[config.mk]
export PLATFORM = sky130hd
export DESIGN_NAME = mcp_misc_control
export DESIGN_NICKNAME = d
export VERILOG_FILES = /design/src/mcp_pkg.sv /design/src/mcp_clock_detect.sv /design/src/mcp_misc_control.sv
export SDC_FILE = /design/constraint.sdc
export NUM_CORES = 1
export LEC_CHECK = 0
export ABC_AREA = 1
export BUFFER_PORTS_ARGS = -buffer_cell sky130_fd_sc_hd__buf_2
export CORE_ASPECT_RATIO = 0.8
export CORE_UTILIZATION = 60
export DETAILED_ROUTE_END_ITERATION = 8
export PLACE_DENSITY = 0.85
export SLEW_MARGIN = 20
export SYNTH_ARGS = -nofsm -noshare
export SYNTH_HDL_FRONTEND = slang
export SYNTH_SLANG_ARGS = --single-unit
[constraint.sdc]
create_clock -name clk_i -period 3.3 [get_ports clk_i]
set_input_delay 0.33 -clock clk_i [delete_from_list [all_inputs] [get_ports clk_i]]
set_output_delay 0.33 -clock clk_i [all_outputs]
set_load 0.1 [all_outputs]
[src/mcp_pkg.sv]
// Constants for the miscellaneous clock and power control block
package mcp_pkg;
  // Register addresses on the serial control bus
  localparam logic [7:0] MISC_CONTROL_ADDR = 8'h05;
  localparam logic [7:0] STATUS_ADDR = 8'h3A;
  localparam logic [7:0] VAR_D_REG_ADDR = 8'h3C;
  // Reset values
  localparam logic [7:0] MISC_CONTROL_RESET = 8'h40;
  localparam logic [7:0] VAR_D_REG_RESET = 8'h00;
  localparam logic [7:0] UNMAPPED_READ = 8'h00;
  // Field positions in misc_control
  localparam int VAR_D_SEL_BIT = 7;
  localparam int AUTO_INCR_BIT = 6;
  localparam int POWER_SAVE_BIT = 5;
  localparam int CHARGE_PUMP_MODE_HI = 4;
  localparam int CHARGE_PUMP_MODE_LO = 3;
  localparam int PWM_PS_BIT = 2;
  localparam int CLOCK_DETECT_ENABLE_BIT = 1;
  localparam int CLK_SEL_HI = 1;
  localparam int CLK_SEL_LO = 0;
  // Position of the external-clock-used flag in the status register
  localparam int STATUS_EXT_CLK_BIT = 0;
  // Clock selection codes
  localparam logic [1:0] CLK_SEL_FORCE_EXT = 2'h0;
  localparam logic [1:0] CLK_SEL_FORCE_INT = 2'h1;
  localparam logic [1:0] CLK_SEL_AUTO = 2'h2;
  localparam logic [1:0] CLK_SEL_INT = 2'h3;
  // Charge pump mode codes
  localparam logic [1:0] CHARGE_PUMP_MODE_OFF = 2'h0;
  localparam logic [1:0] CHARGE_PUMP_MODE_BYPASS = 2'h1;
  localparam logic [1:0] CHARGE_PUMP_MODE_GAIN_1P5 = 2'h2;
  localparam logic [1:0] CHARGE_PUMP_MODE_AUTO = 2'h3;
  // Timing: system clock and activity timeout of the clock detector
  localparam int CLK_PERIOD_NS = 50;
  localparam int DET_TIMEOUT_NS = 100000;
  localparam int DET_TIMEOUT_CYCLES =
    (DET_TIMEOUT_NS + CLK_PERIOD_NS - 1) / CLK_PERIOD_NS;
  localparam int DET_CNT_W = 12;
  localparam logic [DET_CNT_W-1:0] DET_TIMEOUT_CNT =
    DET_CNT_W'(DET_TIMEOUT_CYCLES);
  localparam logic [DET_CNT_W-1:0] DET_CNT_ZERO = 12'h000;
endpackage : mcp_pkg
[src/mcp_clock_detect.sv]
// Pin synchroniser, rising edge finder and activity detector
`timescale 1ns/1ps
`default_nettype none
module mcp_clock_detect
  import mcp_pkg::*;
(
  // Clock and reset
  input wire logic clk_i,
  input wire logic rst_i,
  // Asynchronous clock input
  input wire logic pin_i,
  // Detector results
  output logic rise_o,
  output logic active_o
);
  logic sync1_reg;
  logic sync2_reg;
  logic prev_reg;
  logic rise_reg;
  logic active_reg;
  logic [DET_CNT_W-1:0] cnt_reg;
  logic rise_next;

  // Edge taken from the second stage only
  assign rise_next = sync2_reg & ~prev_reg;

  // Two-stage synchroniser and edge history
  always_ff @(posedge clk_i) begin
    if (rst_i) begin
      sync1_reg <= 1'b0;
      sync2_reg <= 1'b0;
      prev_reg <= 1'b0;
      rise_reg <= 1'b0;
    end else begin
      sync1_reg <= pin_i;
      sync2_reg <= sync1_reg;
      prev_reg <= sync2_reg;
      rise_reg <= rise_next;
    end
  end

  // Each rising edge restarts the window; no upper frequency bound is applied
  always_ff @(posedge clk_i) begin
    if (rst_i) begin
      cnt_reg <= DET_CNT_ZERO;
      active_reg <= 1'b0;
    end else if (rise_next) begin
      cnt_reg <= DET_TIMEOUT_CNT;
      active_reg <= 1'b1;
    end else if (cnt_reg != DET_CNT_ZERO) begin
      cnt_reg <= cnt_reg - 12'h001;
    end else begin
      active_reg <= 1'b0;
    end
  end

  assign rise_o = rise_reg;
  assign active_o = active_reg;
endmodule : mcp_clock_detect
`default_nettype wire

[src/mcp_misc_control.sv]
// Miscellaneous clock and power control register block
`timescale 1ns/1ps
`default_nettype none
// Summary of operation
// - Engine ticks come from the internal oscillator or the clock input pin.
// - Tick rate follows the external clock; detector sets no upper limit.
// - Status flag shows external clock use while detect enable bit is high.
// - Bit 7 picks variable D: register 0x3C or LED test converter value.
// - Bit 6, reset 1, lets the byte address advance within one transfer.
// - Bit 5, reset 0, enables automatic power save.
// - Bits 4:3 set charge pump off, bypass, 1.5x or automatic gain.
// - Bit 2 enables PWM power save; only valid with pump off or bypass.
// - Bits 1:0 pick forced external, forced internal, automatic or internal.
module mcp_misc_control
  import mcp_pkg::*;
(
  // Clock and reset
  input wire logic clk_i,
  input wire logic rst_i,
  // Serial bus byte port
  input wire logic xfer_start_i,
  input wire logic [7:0] start_addr_i,
  input wire logic byte_wr_i,
  input wire logic [7:0] byte_wdata_i,
  input wire logic byte_rd_i,
  output logic [7:0] byte_rdata_o,
  // Clock sources
  input wire logic ext_clk_pin_i,
  input wire logic int_osc_i,
  // LED test converter result, same clock
  input wire logic [7:0] led_test_adc_i,
  // Controls to the rest of the device
  output logic engine_tick_o,
  output logic external_clock_in_use_flag_o,
  output logic [7:0] var_d_o,
  output logic [1:0] charge_pump_mode_o,
  output logic power_save_enable_o,
  output logic pwm_power_save_enable_o
);
  logic [7:0] misc_control_reg;
  logic [7:0] var_d_src_reg;
  logic [7:0] addr_reg;
  logic [7:0] rdata_reg;
  logic tick_reg;
  logic ext_used_reg;
  logic flag_reg;
  logic [7:0] var_d_reg;
  logic [1:0] charge_pump_mode_reg;
  logic ps_reg;
  logic pwm_ps_reg;
  logic ext_rise;
  logic ext_active;
  logic int_rise;

  wire [7:0] cur_addr;
  wire byte_access;
  wire [7:0] addr_next;
  wire wr_misc;
  wire wr_var_d;
  wire [1:0] clk_sel;
  wire [1:0] charge_pump_mode_f;
  wire ext_used_next;
  wire flag_next;
  wire [7:0] status_word;
  wire [7:0] rdata_next;
  wire [7:0] var_d_next;
  wire pwm_ps_next;

  // External pin and internal oscillator both cross into clk_i here
  mcp_clock_detect u_ext_det (
    .clk_i(clk_i),
    .rst_i(rst_i),
    .pin_i(ext_clk_pin_i),
    .rise_o(ext_rise),
    .active_o(ext_active)
  );

  mcp_clock_detect u_int_det (
    .clk_i(clk_i),
    .rst_i(rst_i),
    .pin_i(int_osc_i),
    .rise_o(int_rise),
    .active_o()
  );

  // Address of the byte being accessed and where the pointer goes next
  assign cur_addr = xfer_start_i ? start_addr_i : addr_reg;
  assign byte_access = byte_wr_i | byte_rd_i;
  assign addr_next = (byte_access && misc_control_reg[AUTO_INCR_BIT])
                     ? cur_addr + 8'h01 : cur_addr;
  assign wr_misc = byte_wr_i && (cur_addr == MISC_CONTROL_ADDR);
  assign wr_var_d = byte_wr_i && (cur_addr == VAR_D_REG_ADDR);

  // Field decode
  assign clk_sel = misc_control_reg[CLK_SEL_HI:CLK_SEL_LO];
  assign charge_pump_mode_f = misc_control_reg[CHARGE_PUMP_MODE_HI:CHARGE_PUMP_MODE_LO];

  // Clock choice; codes 01 and 11 both run internal
  assign ext_used_next = (clk_sel == CLK_SEL_FORCE_EXT) ||
    ((clk_sel == CLK_SEL_AUTO) && ext_active);
  // Flag only reported while detection is enabled
  assign flag_next = misc_control_reg[CLOCK_DETECT_ENABLE_BIT] &
                     ext_used_next;
  assign status_word = {7'h00, flag_reg} << STATUS_EXT_CLK_BIT;

  // Read mux; unmapped addresses read as zero
  assign rdata_next = (cur_addr == MISC_CONTROL_ADDR) ? misc_control_reg :
                      (cur_addr == STATUS_ADDR) ? status_word :
                      (cur_addr == VAR_D_REG_ADDR) ? var_d_src_reg :
                      UNMAPPED_READ;

  assign var_d_next = misc_control_reg[VAR_D_SEL_BIT] ? led_test_adc_i
                      : var_d_src_reg;
  // Hardware also blocks PWM power save with the pump in 1.5x or auto
  assign pwm_ps_next = misc_control_reg[PWM_PS_BIT] &&
                       ((charge_pump_mode_f == CHARGE_PUMP_MODE_OFF) ||
                        (charge_pump_mode_f == CHARGE_PUMP_MODE_BYPASS));

  // Register storage and byte pointer; status is read only
  always_ff @(posedge clk_i) begin
    if (rst_i) begin
      misc_control_reg <= MISC_CONTROL_RESET;
      var_d_src_reg <= VAR_D_REG_RESET;
      addr_reg <= 8'h00;
      rdata_reg <= UNMAPPED_READ;
    end else begin
      if (wr_misc) begin
        misc_control_reg <= byte_wdata_i;
      end
      if (wr_var_d) begin
        var_d_src_reg <= byte_wdata_i;
      end
      if (xfer_start_i || byte_access) begin
        addr_reg <= addr_next;
      end
      if (byte_rd_i) begin
        rdata_reg <= rdata_next;
      end
    end
  end

  // Engine tick follows the selected clock edge for edge, up to half the clk_i rate
  always_ff @(posedge clk_i) begin
    if (rst_i) begin
      tick_reg <= 1'b0;
      ext_used_reg <= 1'b0;
      flag_reg <= 1'b0;
    end else begin
      tick_reg <= ext_used_next ? ext_rise : int_rise;
      ext_used_reg <= ext_used_next;
      flag_reg <= flag_next;
    end
  end

  // Registered control outputs
  always_ff @(posedge clk_i) begin
    if (rst_i) begin
      var_d_reg <= VAR_D_REG_RESET;
      charge_pump_mode_reg <= CHARGE_PUMP_MODE_OFF;
      ps_reg <= 1'b0;
      pwm_ps_reg <= 1'b0;
    end else begin
      var_d_reg <= var_d_next;
      charge_pump_mode_reg <= charge_pump_mode_f;
      ps_reg <= misc_control_reg[POWER_SAVE_BIT];
      pwm_ps_reg <= pwm_ps_next;
    end
  end

  assign byte_rdata_o = rdata_reg;
  assign engine_tick_o = tick_reg;
  assign external_clock_in_use_flag_o = flag_reg;
  assign var_d_o = var_d_reg;
  assign charge_pump_mode_o = charge_pump_mode_reg;
  assign power_save_enable_o = ps_reg;
  assign pwm_power_save_enable_o = pwm_ps_reg;
endmodule : mcp_misc_control
`default_nettype wire

Word-level counts from Yosys, hierarchy flattened. Cells that the tools add are included. Widths: inputs -> output; s select.

Flip-flop bits (word level): 67. Input bits: 31. Output and inout bits: 22. Word-level logic and storage cells: 59.

Add/sub/neg operators: 2. Equality and inequality tests: 6. Muxes and demuxes: 11. Bitwise logic cells: 6. Reductions and logical operators: 13.

Operator list (number): $mux 8 (6); $mux 11 (2); $eq 8x6->1 const B (2); $reduce_bool 12->1 (1); $sub 12x1->12 const B (1); $add 8x1->8 const B (1); $eq 8x3->1 const B (1); $logic_and 1x1->1 (5); $logic_not 2->1 (2); $and 1x1->1 (3); $logic_or 1x1->1 (3); $mux 1 (3); $eq 2x1->1 const B (1); $eq 2x2->1 const B (1); $ne 2x1->1 const B (1); $not 1->1 (2); $reduce_bool 2->1 (1); $reduce_or 2->1 (1); $or 1x1->1 (1).

Depth between registers and ports, before layout. Gate-level depths: netlist (run 1).

Depth after elaboration: 5. Gate-level depth with buffers: 13. Mapped depth without buffers: 13.

By module. Synthesis (run 1) repeated with hierarchy kept, for this count alone.

Cell total of the unflattened synthesis: 511. Area, all modules: 3871.2 um^2.

By module, submodules not included: mcp_misc_control (times used 1, cells an instance 289, area each 2247.2 um^2, seq. area each 920.9 um^2); mcp_clock_detect (times used 2, cells an instance 111, area each 812.0 um^2, seq. area each 340.3 um^2).

Worst setup path before layout (run 1). OpenSTA, ideal clock, no wires.

Path type: input-to-reg. Start: input port xfer_start_i. End: register misc_control_reg[1]. Setup time: 0.113 ns. Data arrival time: 1.438 ns. Required time: 3.187 ns. Slack: 1.749 ns. Cell stages on the path: 12. Path buffers: 1. Path through: buf_6 > nand2_1 > nand2_1 > inv_1 > ha_1 > nand2_1 > nor2_4 > nand2_4 > nor2_8 > inv_4 > nor2_2 > nor2_1.

Cells in the longest elaborated chain, start to end: 3.

RTL lines: start: declaration (line mcp_misc_control.sv:21) `input wire logic xfer_start_i,`; $mux 8 (line mcp_misc_control.sv:87) `assign cur_addr = xfer_start_i ? start_addr_i : addr_reg;`; $eq 8x3->1 (line mcp_misc_control.sv:91) `assign wr_misc = byte_wr_i && (cur_addr == MISC_CONTROL_ADDR);`; $logic_and 1x1->1 (line mcp_misc_control.sv:91); end signal: assignment (line mcp_misc_control.sv:128) `misc_control_reg <= byte_wdata_i;`; end: declaration (line mcp_misc_control.sv:40) `logic [7:0] misc_control_reg;`.

No other way between the ends. A chain may end at the register's enable or synchronous reset.

Worst setup path in the final report (run 1).
Start: input port xfer_start_i. End: register var_d_src_reg[2].

Cells in the longest elaborated chain, start to end: 3.

RTL lines: $mux 8 (line mcp_misc_control.sv:87); $eq 8x6->1 (line mcp_misc_control.sv:92) `assign wr_var_d = byte_wr_i && (cur_addr == VAR_D_REG_ADDR);`; $logic_and 1x1->1 (line mcp_misc_control.sv:92); end signal: assignment (line mcp_misc_control.sv:131) `var_d_src_reg <= byte_wdata_i;`; end: declaration (line mcp_misc_control.sv:41) `logic [7:0] var_d_src_reg;`.

No other way between the ends.

==> results of run 1 <==
[final timing paths]
path | cells past startpoint | endpoint | slack (ns)
hold reg to reg | 1 | u_int_det.rise_o$_SDFF_PP0_ | 0.39
setup reg to reg | 9 | var_d_src_reg[2]$_SDFFE_PP0P_ | 1.69
hold / removal | 3 | u_ext_det.sync1_reg$_SDFF_PP0_ | 0.19
setup / recovery | 11 | var_d_src_reg[2]$_SDFFE_PP0P_ | 1.63
[placed cells by master, fill, tap and decap left out]
cell type / count
a211oi_1: 2
a21oi_1: 28
a21oi_2: 2
buf_2: 52
buf_4: 1
bufinv_16: 3
clkbuf_1: 1
clkbuf_8: 10
clkinv_2: 2
dfxtp_1: 67
ha_1: 6
inv_1: 54
inv_2: 2
inv_4: 1
nand2_1: 71
nand2_2: 8
nand2_4: 4
nand3_1: 13
nand3_4: 1
nand3b_1: 4
nand4_1: 6
nor2_1: 59
nor2_2: 9
nor2_4: 3
nor2_8: 2
nor3_1: 5
nor3b_1: 2
o211ai_1: 5
o21ai_0: 20
o21ai_1: 7
o21ai_2: 2
o21bai_1: 4
o22ai_1: 1
or2_2: 1
xor2_1: 5
[cells by family after synthesis]
logic type	after synthesis	share of synthesized area, %
simple gates	188	29.83
compound gates	71	13.09
flops	67	43.99
buf+inv	69	9.192
xor+xnor	5	1.436
fa+ha+maj	6	2.462
[stage by stage]
step / util [%] / power (mW) / instances
2_1_floorplan: - / 1.450 / 406
3_3_place_gp: 70.30 / 1.565 / 507
3_5_place_dp: 70.30 / 1.580 / 507
4_1_cts: 75.40 / 2.412 / 523
5_1_grt: 75.40 / 2.543 / 523
6_report: 75.40 / 2.409 / 523
[critical path: cells and delay by family]
kind	cells	cell delay, ns
fa+ha+maj	1	0.15
simple gates	4	0.55
compound gates	2	0.33
buf+inv	4	0.53
[routing by layer]
layer	GRT usage (%)	wire length (um)
met5	0	0
met4	10.09	85
met3	9.306	317
met2	43.33	3036
met1	33.19	2953
[Yosys cell counts (all sizes together)]
master	n	area (um2)
a211oi	2	15.01
a21oi	30	157.7
buf	3	30.03
clkbuf	9	33.78
dfxtp	67	1341
ha	6	75.07
inv	57	216.5
nand2	83	361.6
nand3	14	82.58
nand3b	4	30.03
nand4	6	37.54
nor2	73	351.6
nor3	5	25.02
nor3b	2	15.01
o211ai	5	37.54
o21ai	29	152.7
o21bai	4	30.03
o22ai	1	6.260
or2	1	6.260
xor2	5	43.79
[area by class of cell]
class                      instances  area [um2]
timing repair buffer              53       267.8
inverter                          57       216.5
multi-input combinational        270        1428
fill                             346        1165
tap                               60       75.07
sequential                        67        1341
clock buffer                      11       141.4
clock inverter                     5       100.1
[power by group through the flow]
stage	combinational (mW)	sequential (mW)	clock (mW)
6_report	0.634	0.953	0.822
2_1_floorplan	0.464	0.985	0
5_1_grt	0.715	0.959	0.868
3_3_place_gp	0.600	0.966	0
3_5_place_dp	0.613	0.967	0
4_1_cts	0.628	0.950	0.834
==> impl_metrics.tcl, run 1 <==
set metrics [dict create \
    clk_latency_ns 0.35 \
    numPortBuffers 52 \
    cap_viol_max_count 0 \
    largest_reg_flops 12 \
    endpoint_kind "flop" \
    rsz0062_at_grt "no" \
    drt_drc_violations_left 0 \
    yosys_warnings 0 \
    die_area_mm2 0.005373 \
    status "finished, final reports clean" \
    ys_seq_area_share_pct 43.99 \
    min_path_type "input port to flop" \
    post_cts_resized 0 \
    cts_made_buffers 9 \
    ys_ff_latch 67 \
    cpPeakStageDelay_ns 0.25 \
    cts_htree_levels 3 \
    row_count 22 \
    tns_ns 0 \
    initial_core_util_pct 64.40 \
    synth_nets 443 \
    cts_setup_buffers 0 \
    pwr-share-clk_pct 34.1 \
    cts.sinks 67 \
    tightest_slew_ns 0.7172 \
    grt.total_usage_pct 26.99 \
    antenna_cells 0 \
    syn_area_mm2 0.003049 \
    cp.arrival_ns 1.90 \
    drt-total-wl_um 6393 \
    final_nets 495 \
    setup.worst_path.class "input port to flop" \
    internal_power_mw 1.627 \
    fmax_mhz 598.4 \
    cp-start-kind "input port" \
    gp_congestion 0.8944 \
    grt-ovfl-total 0 \
    dpl_cell_area_mm2 0.003328 \
    clk_pin_slew_worst_paths_ns 0.07 \
    drt_iter0_drc 101 \
    seqPwrFrac_pct 39.5 \
    pre_cts_slack_ns 1.291 \
    leakagePower_nw 1.725 \
    first_pass_iters 4 \
    post-dp-hpwl_um 4635 \
    crit_required_ns 3.53 \
    syn_area_per_cell_um2 7.510 \
    synth_cells 406 \
    critPathMaxFanout 16 \
    skew_ns 0.009407 \
    max_slew_margin_pct 52.14 \
    reg2reg_from "addr_reg[1]$_SDFFE_PP0P_" \
    maxSlewViolCount 0 \
    swShare_pct 32.45 \
    die_x_um 81.70 \
    dieHeight_um 65.76 \
    timing.final.crit_share_pct 50.64 \
    drive_gt1_share_pct 22.25 \
    grt_first_pass_wirelength_um 10780 \
    root_buffer "clkbuf_8" \
    vias 2657 \
    path_cells "buf_2 > inv_2 > nand2_1 > nand2_1 > inv_1 > ha_1 > inv_1 > nor2_4 > nand3_4 > o21ai_0 > a21oi_1" \
    grt_pass1_vias 2446 \
    power.switching_uw 781.6 \
    io_pins 53 \
    peakVddDrop_mv 0.7029 \
    crit_slowest_cell "o21ai_0" \
    cts_tree "done" \
    critPathLaunch "xfer_start_i" \
    area_growth_pct 17.07 \
    via_per_inst 5.080 \
    core_area_mm2 0.004735 \
    cts_hold_buf 0 \
    ys_types 32 \
    comb_power_share_pct 26.3 \
    clock_path_buffers 2 \
    hp-start "ext_clk_pin_i" \
    wl_per_cell_um 12.22 \
    hold_viol_final 0 \
    finalInstanceArea_mm2 0.003570 \
    layout_setup_ws_ns 1.629 \
    antenna_found_initial 0 \
    powerDensity_mw_per_mm2 674.8 \
    drt.antenna.violating_nets 0 \
    min_period_ns 1.671 \
    grt_max_degree 36 \
    setup_viol 0 \
    whs_ns 0.1907 \
]
Note: power is estimated with default switching activity, not from simulation.
==> inputs of run 2 (changes only) <==
--- a/config.mk
+++ b/config.mk
@@ -5,12 +5,12 @@
 export SDC_FILE = /design/constraint.sdc
 export NUM_CORES = 1
 export LEC_CHECK = 0
-export ABC_AREA = 1
+export ABC_AREA = 0
 export BUFFER_PORTS_ARGS = -buffer_cell sky130_fd_sc_hd__buf_2
 export CORE_ASPECT_RATIO = 0.8
-export CORE_UTILIZATION = 60
+export CORE_UTILIZATION = 50
 export DETAILED_ROUTE_END_ITERATION = 8
-export PLACE_DENSITY = 0.85
+export PLACE_DENSITY = 0.76
 export SLEW_MARGIN = 20
 export SYNTH_ARGS = -nofsm -noshare
 export SYNTH_HDL_FRONTEND = slang
==> constraint.sdc (replaced) <==
create_clock -name clk_i -period 1.5 [get_ports clk_i]
set_input_delay 0.15 -clock clk_i [delete_from_list [all_inputs] [get_ports clk_i]]
set_output_delay 0.15 -clock clk_i [all_outputs]
set_load 0.1 [all_outputs]
==> impl_metrics.tcl, run 2 <==
set metrics [dict create \
    dp_cells 472 \
    clk_latency_ns 0.34 \
    final_cells 497 \
    worst-path-stages 4 \
    ys_types 48 \
    netlist.area_leader.share_pct 45.83 \
    tns_ns -0.8386 \
    syn_area_mm2 0.002927 \
    dieHeight_um 70.43 \
    numPortBuffers 52 \
    grt_first_pass_wirelength_um 11560 \
    antenna_cells 0 \
    post-dp-hpwl_um 4938 \
    cts_htree_levels 3 \
    io_pins 53 \
    core_area_mm2 0.005555 \
    rsz0062_at_grt "yes" \
    layout_setup_ws_ns -0.2805 \
    ys_seq_area_share_pct 45.83 \
    cpPeakStageDelay_ns 0.53 \
    cp.arrival_ns 2.05 \
    r2r-end "u_ext_det.cnt_reg[7]$_SDFFE_PP0P_" \
    tightest_slew_ns 0.5214 \
    cts.sinks 67 \
    async_flop_share_pct 0 \
    synth_top_cells_by_count "dfxtp_1, nor2_1, a21oi_1" \
    endpoint_kind "flop" \
    reg2reg_from "u_ext_det.cnt_reg[3]$_SDFFE_PP0P_" \
    drt.antenna.violating_nets 0 \
    timing.final.crit_share_pct 118.7 \
    failed_checks "setup timing" \
    critPathMaxFanout 5 \
    row_count 24 \
    maxSlewViolCount 0 \
    min_path_type "input port to flop" \
    initial_core_util_pct 52.68 \
    cts_made_buffers 9 \
    drt-total-wl_um 7679 \
    hold_viol_final 0 \
    clk_pin_slew_worst_paths_ns 0.07 \
    critPathLaunch "u_ext_det.cnt_reg[3]$_SDFFE_PP0P_" \
    cts_tree "done" \
    powerDensity_mw_per_mm2 1429 \
    r2r_cells 4 \
    max_slew_margin_pct 65.09 \
    die_x_um 87.54 \
    cp-start-kind "flop" \
    path_cells "or4_4 > a31o_4 > or4b_1 > a31oi_1" \
    crit_end "u_ext_det.cnt_reg[7]$_SDFFE_PP0P_" \
    synth.area.top_cells "dfxtp_1, mux2i_1, a21oi_1" \
    path_buf_inv 0 \
    setup.worst_path.class "flop to flop" \
    antenna_found_initial 0 \
    wl_per_cell_um 15.45 \
    crit_required_ns 1.77 \
    synth_edf_count 0 \
    pre_cts_slack_ns -0.2702 \
    setup_viol 8 \
    grt_pass1_vias 2583 \
    crit_slowest_cell "or4_4" \
    clock_path_buffers 2 \
    ff2ff_setup_slack_ns -0.28 \
    drt_iter0_drc 269 \
    cpLargestDelayFamily "simple AND/OR/NAND/NOR gates" \
    layout_common_cells "dfxtp_1, buf_2, buf_4" \
    synth_most_common_cell "dfxtp_1" \
    die_area_mm2 0.006165 \
    syn_area_per_cell_um2 9.033 \
    fmax_mhz 561.6 \
    yosys_warnings 0 \
    leakagePower_nw 1.623 \
    design_power_total_mw 5.772 \
    yosys_most_used_dff "dfxtp_1" \
    final_common_cell "dfxtp_1" \
    vias 2870 \
    peakVddDrop_mv 1.004 \
    cap_viol_max_count 0 \
    cts_hold_buf 0 \
    ys_ff_latch 67 \
    skew_ns 0.008467 \
    first_pass_iters 5 \
    synth_cells 324 \
    gp_congestion 0.8349 \
    min_period_ns 1.781 \
    grt-ovfl-total 0 \
    whs_ns 0.02217 \
    area_growth_pct 38.05 \
    grt.total_usage_pct 24.15 \
    grt_max_degree 23 \
    via_per_inst 5.775 \
    synth_nets 361 \
    drt_drc_violations_left 0 \
    largest_reg_flops 12 \
    root_buffer "clkbuf_8" \
    synth_top_cell_by_area "dfxtp_1" \
    final_nets 452 \
    drive_gt1_share_pct 39.38 \
    status "finished, violations left" \
]
-- run 2: cell families (layout without fill, tap and decap cells) --
family | Yosys count | in the layout | share of synthesized area (%)
mux | 17 | 17 | 5.857
xor+xnor | 6 | 6 | 1.796
fa+ha+maj | 6 | 6 | 2.565
compound gates | 79 | 81 | 17.10
buf+inv | 28 | 120 | 3.976
simple gates | 121 | 122 | 22.87
flops | 67 | 67 | 45.83
-- run 2: worst min path at each step --
stage	from	end	cells past startpoint
floorplan	ext_clk_pin_i	u_ext_det.sync1_reg$_SDFF_PP0_	1
global placement	ext_clk_pin_i	u_ext_det.sync1_reg$_SDFF_PP0_	2
detailed placement	ext_clk_pin_i	u_ext_det.sync1_reg$_SDFF_PP0_	2
CTS	ext_clk_pin_i	u_ext_det.sync1_reg$_SDFF_PP0_	2
global route	led_test_adc_i[6]	var_d_o[6]$_SDFF_PP0_	3
finish	ext_clk_pin_i	u_ext_det.sync1_reg$_SDFF_PP0_	2
-- run 2: routing by layer --
layer  global-route usage (%)  share of wire [%]  vias up  wire length (um)
met5                        0                  0        -                 0
met4                    6.922                1.3        0               103
met3                    7.801                7.4       11               571
met2                    39.24                 48      132              3659
met1                    30.47                 44     1337              3345
li1                         -                  -     1390                 -
-- run 2: timing repair --
action / in CTS / in global routing
endpoints found under the hold margin: 0 / 0
cloned: 0 / 3
resized for setup: 15 / 32
buffers inserted: 3 / 4
setup endpoints to repair: 17 / 33
pin swaps: 9 / 10
-- run 2: layout make-up --
cell class,instances,area (um2)
clock inverters,4,51.30
inverters,7,28.78
fillers,400,1515
clock buffers,11,141.4
flip-flops and latches,67,1353
repair buffers,98,625.6
multi-input cells,232,1743
well taps,78,97.59
-- run 2: where the power goes --
part / internal (mW) / leakage, nW / switching [mW] / total (mW)
Sequential: 1.98 / 0.550 / 0.173 / 2.15
Combinational: 1.09 / 0.978 / 1.06 / 2.15
Clock: 0.804 / 0.0954 / 0.665 / 1.47
Total: 3.87 / 1.62 / 1.90 / 5.77
-- run 2: per-stage QoR --
stage | cell area (um2) | utilization [%]
6_report | 4040 | 72.73
5_1_grt | 4040 | 72.73
4_1_cts | 3860 | 69.48
3_5_place_dp | 3578 | 64.41
3_3_place_gp | 3578 | 64.41
2_1_floorplan | 3042 | -
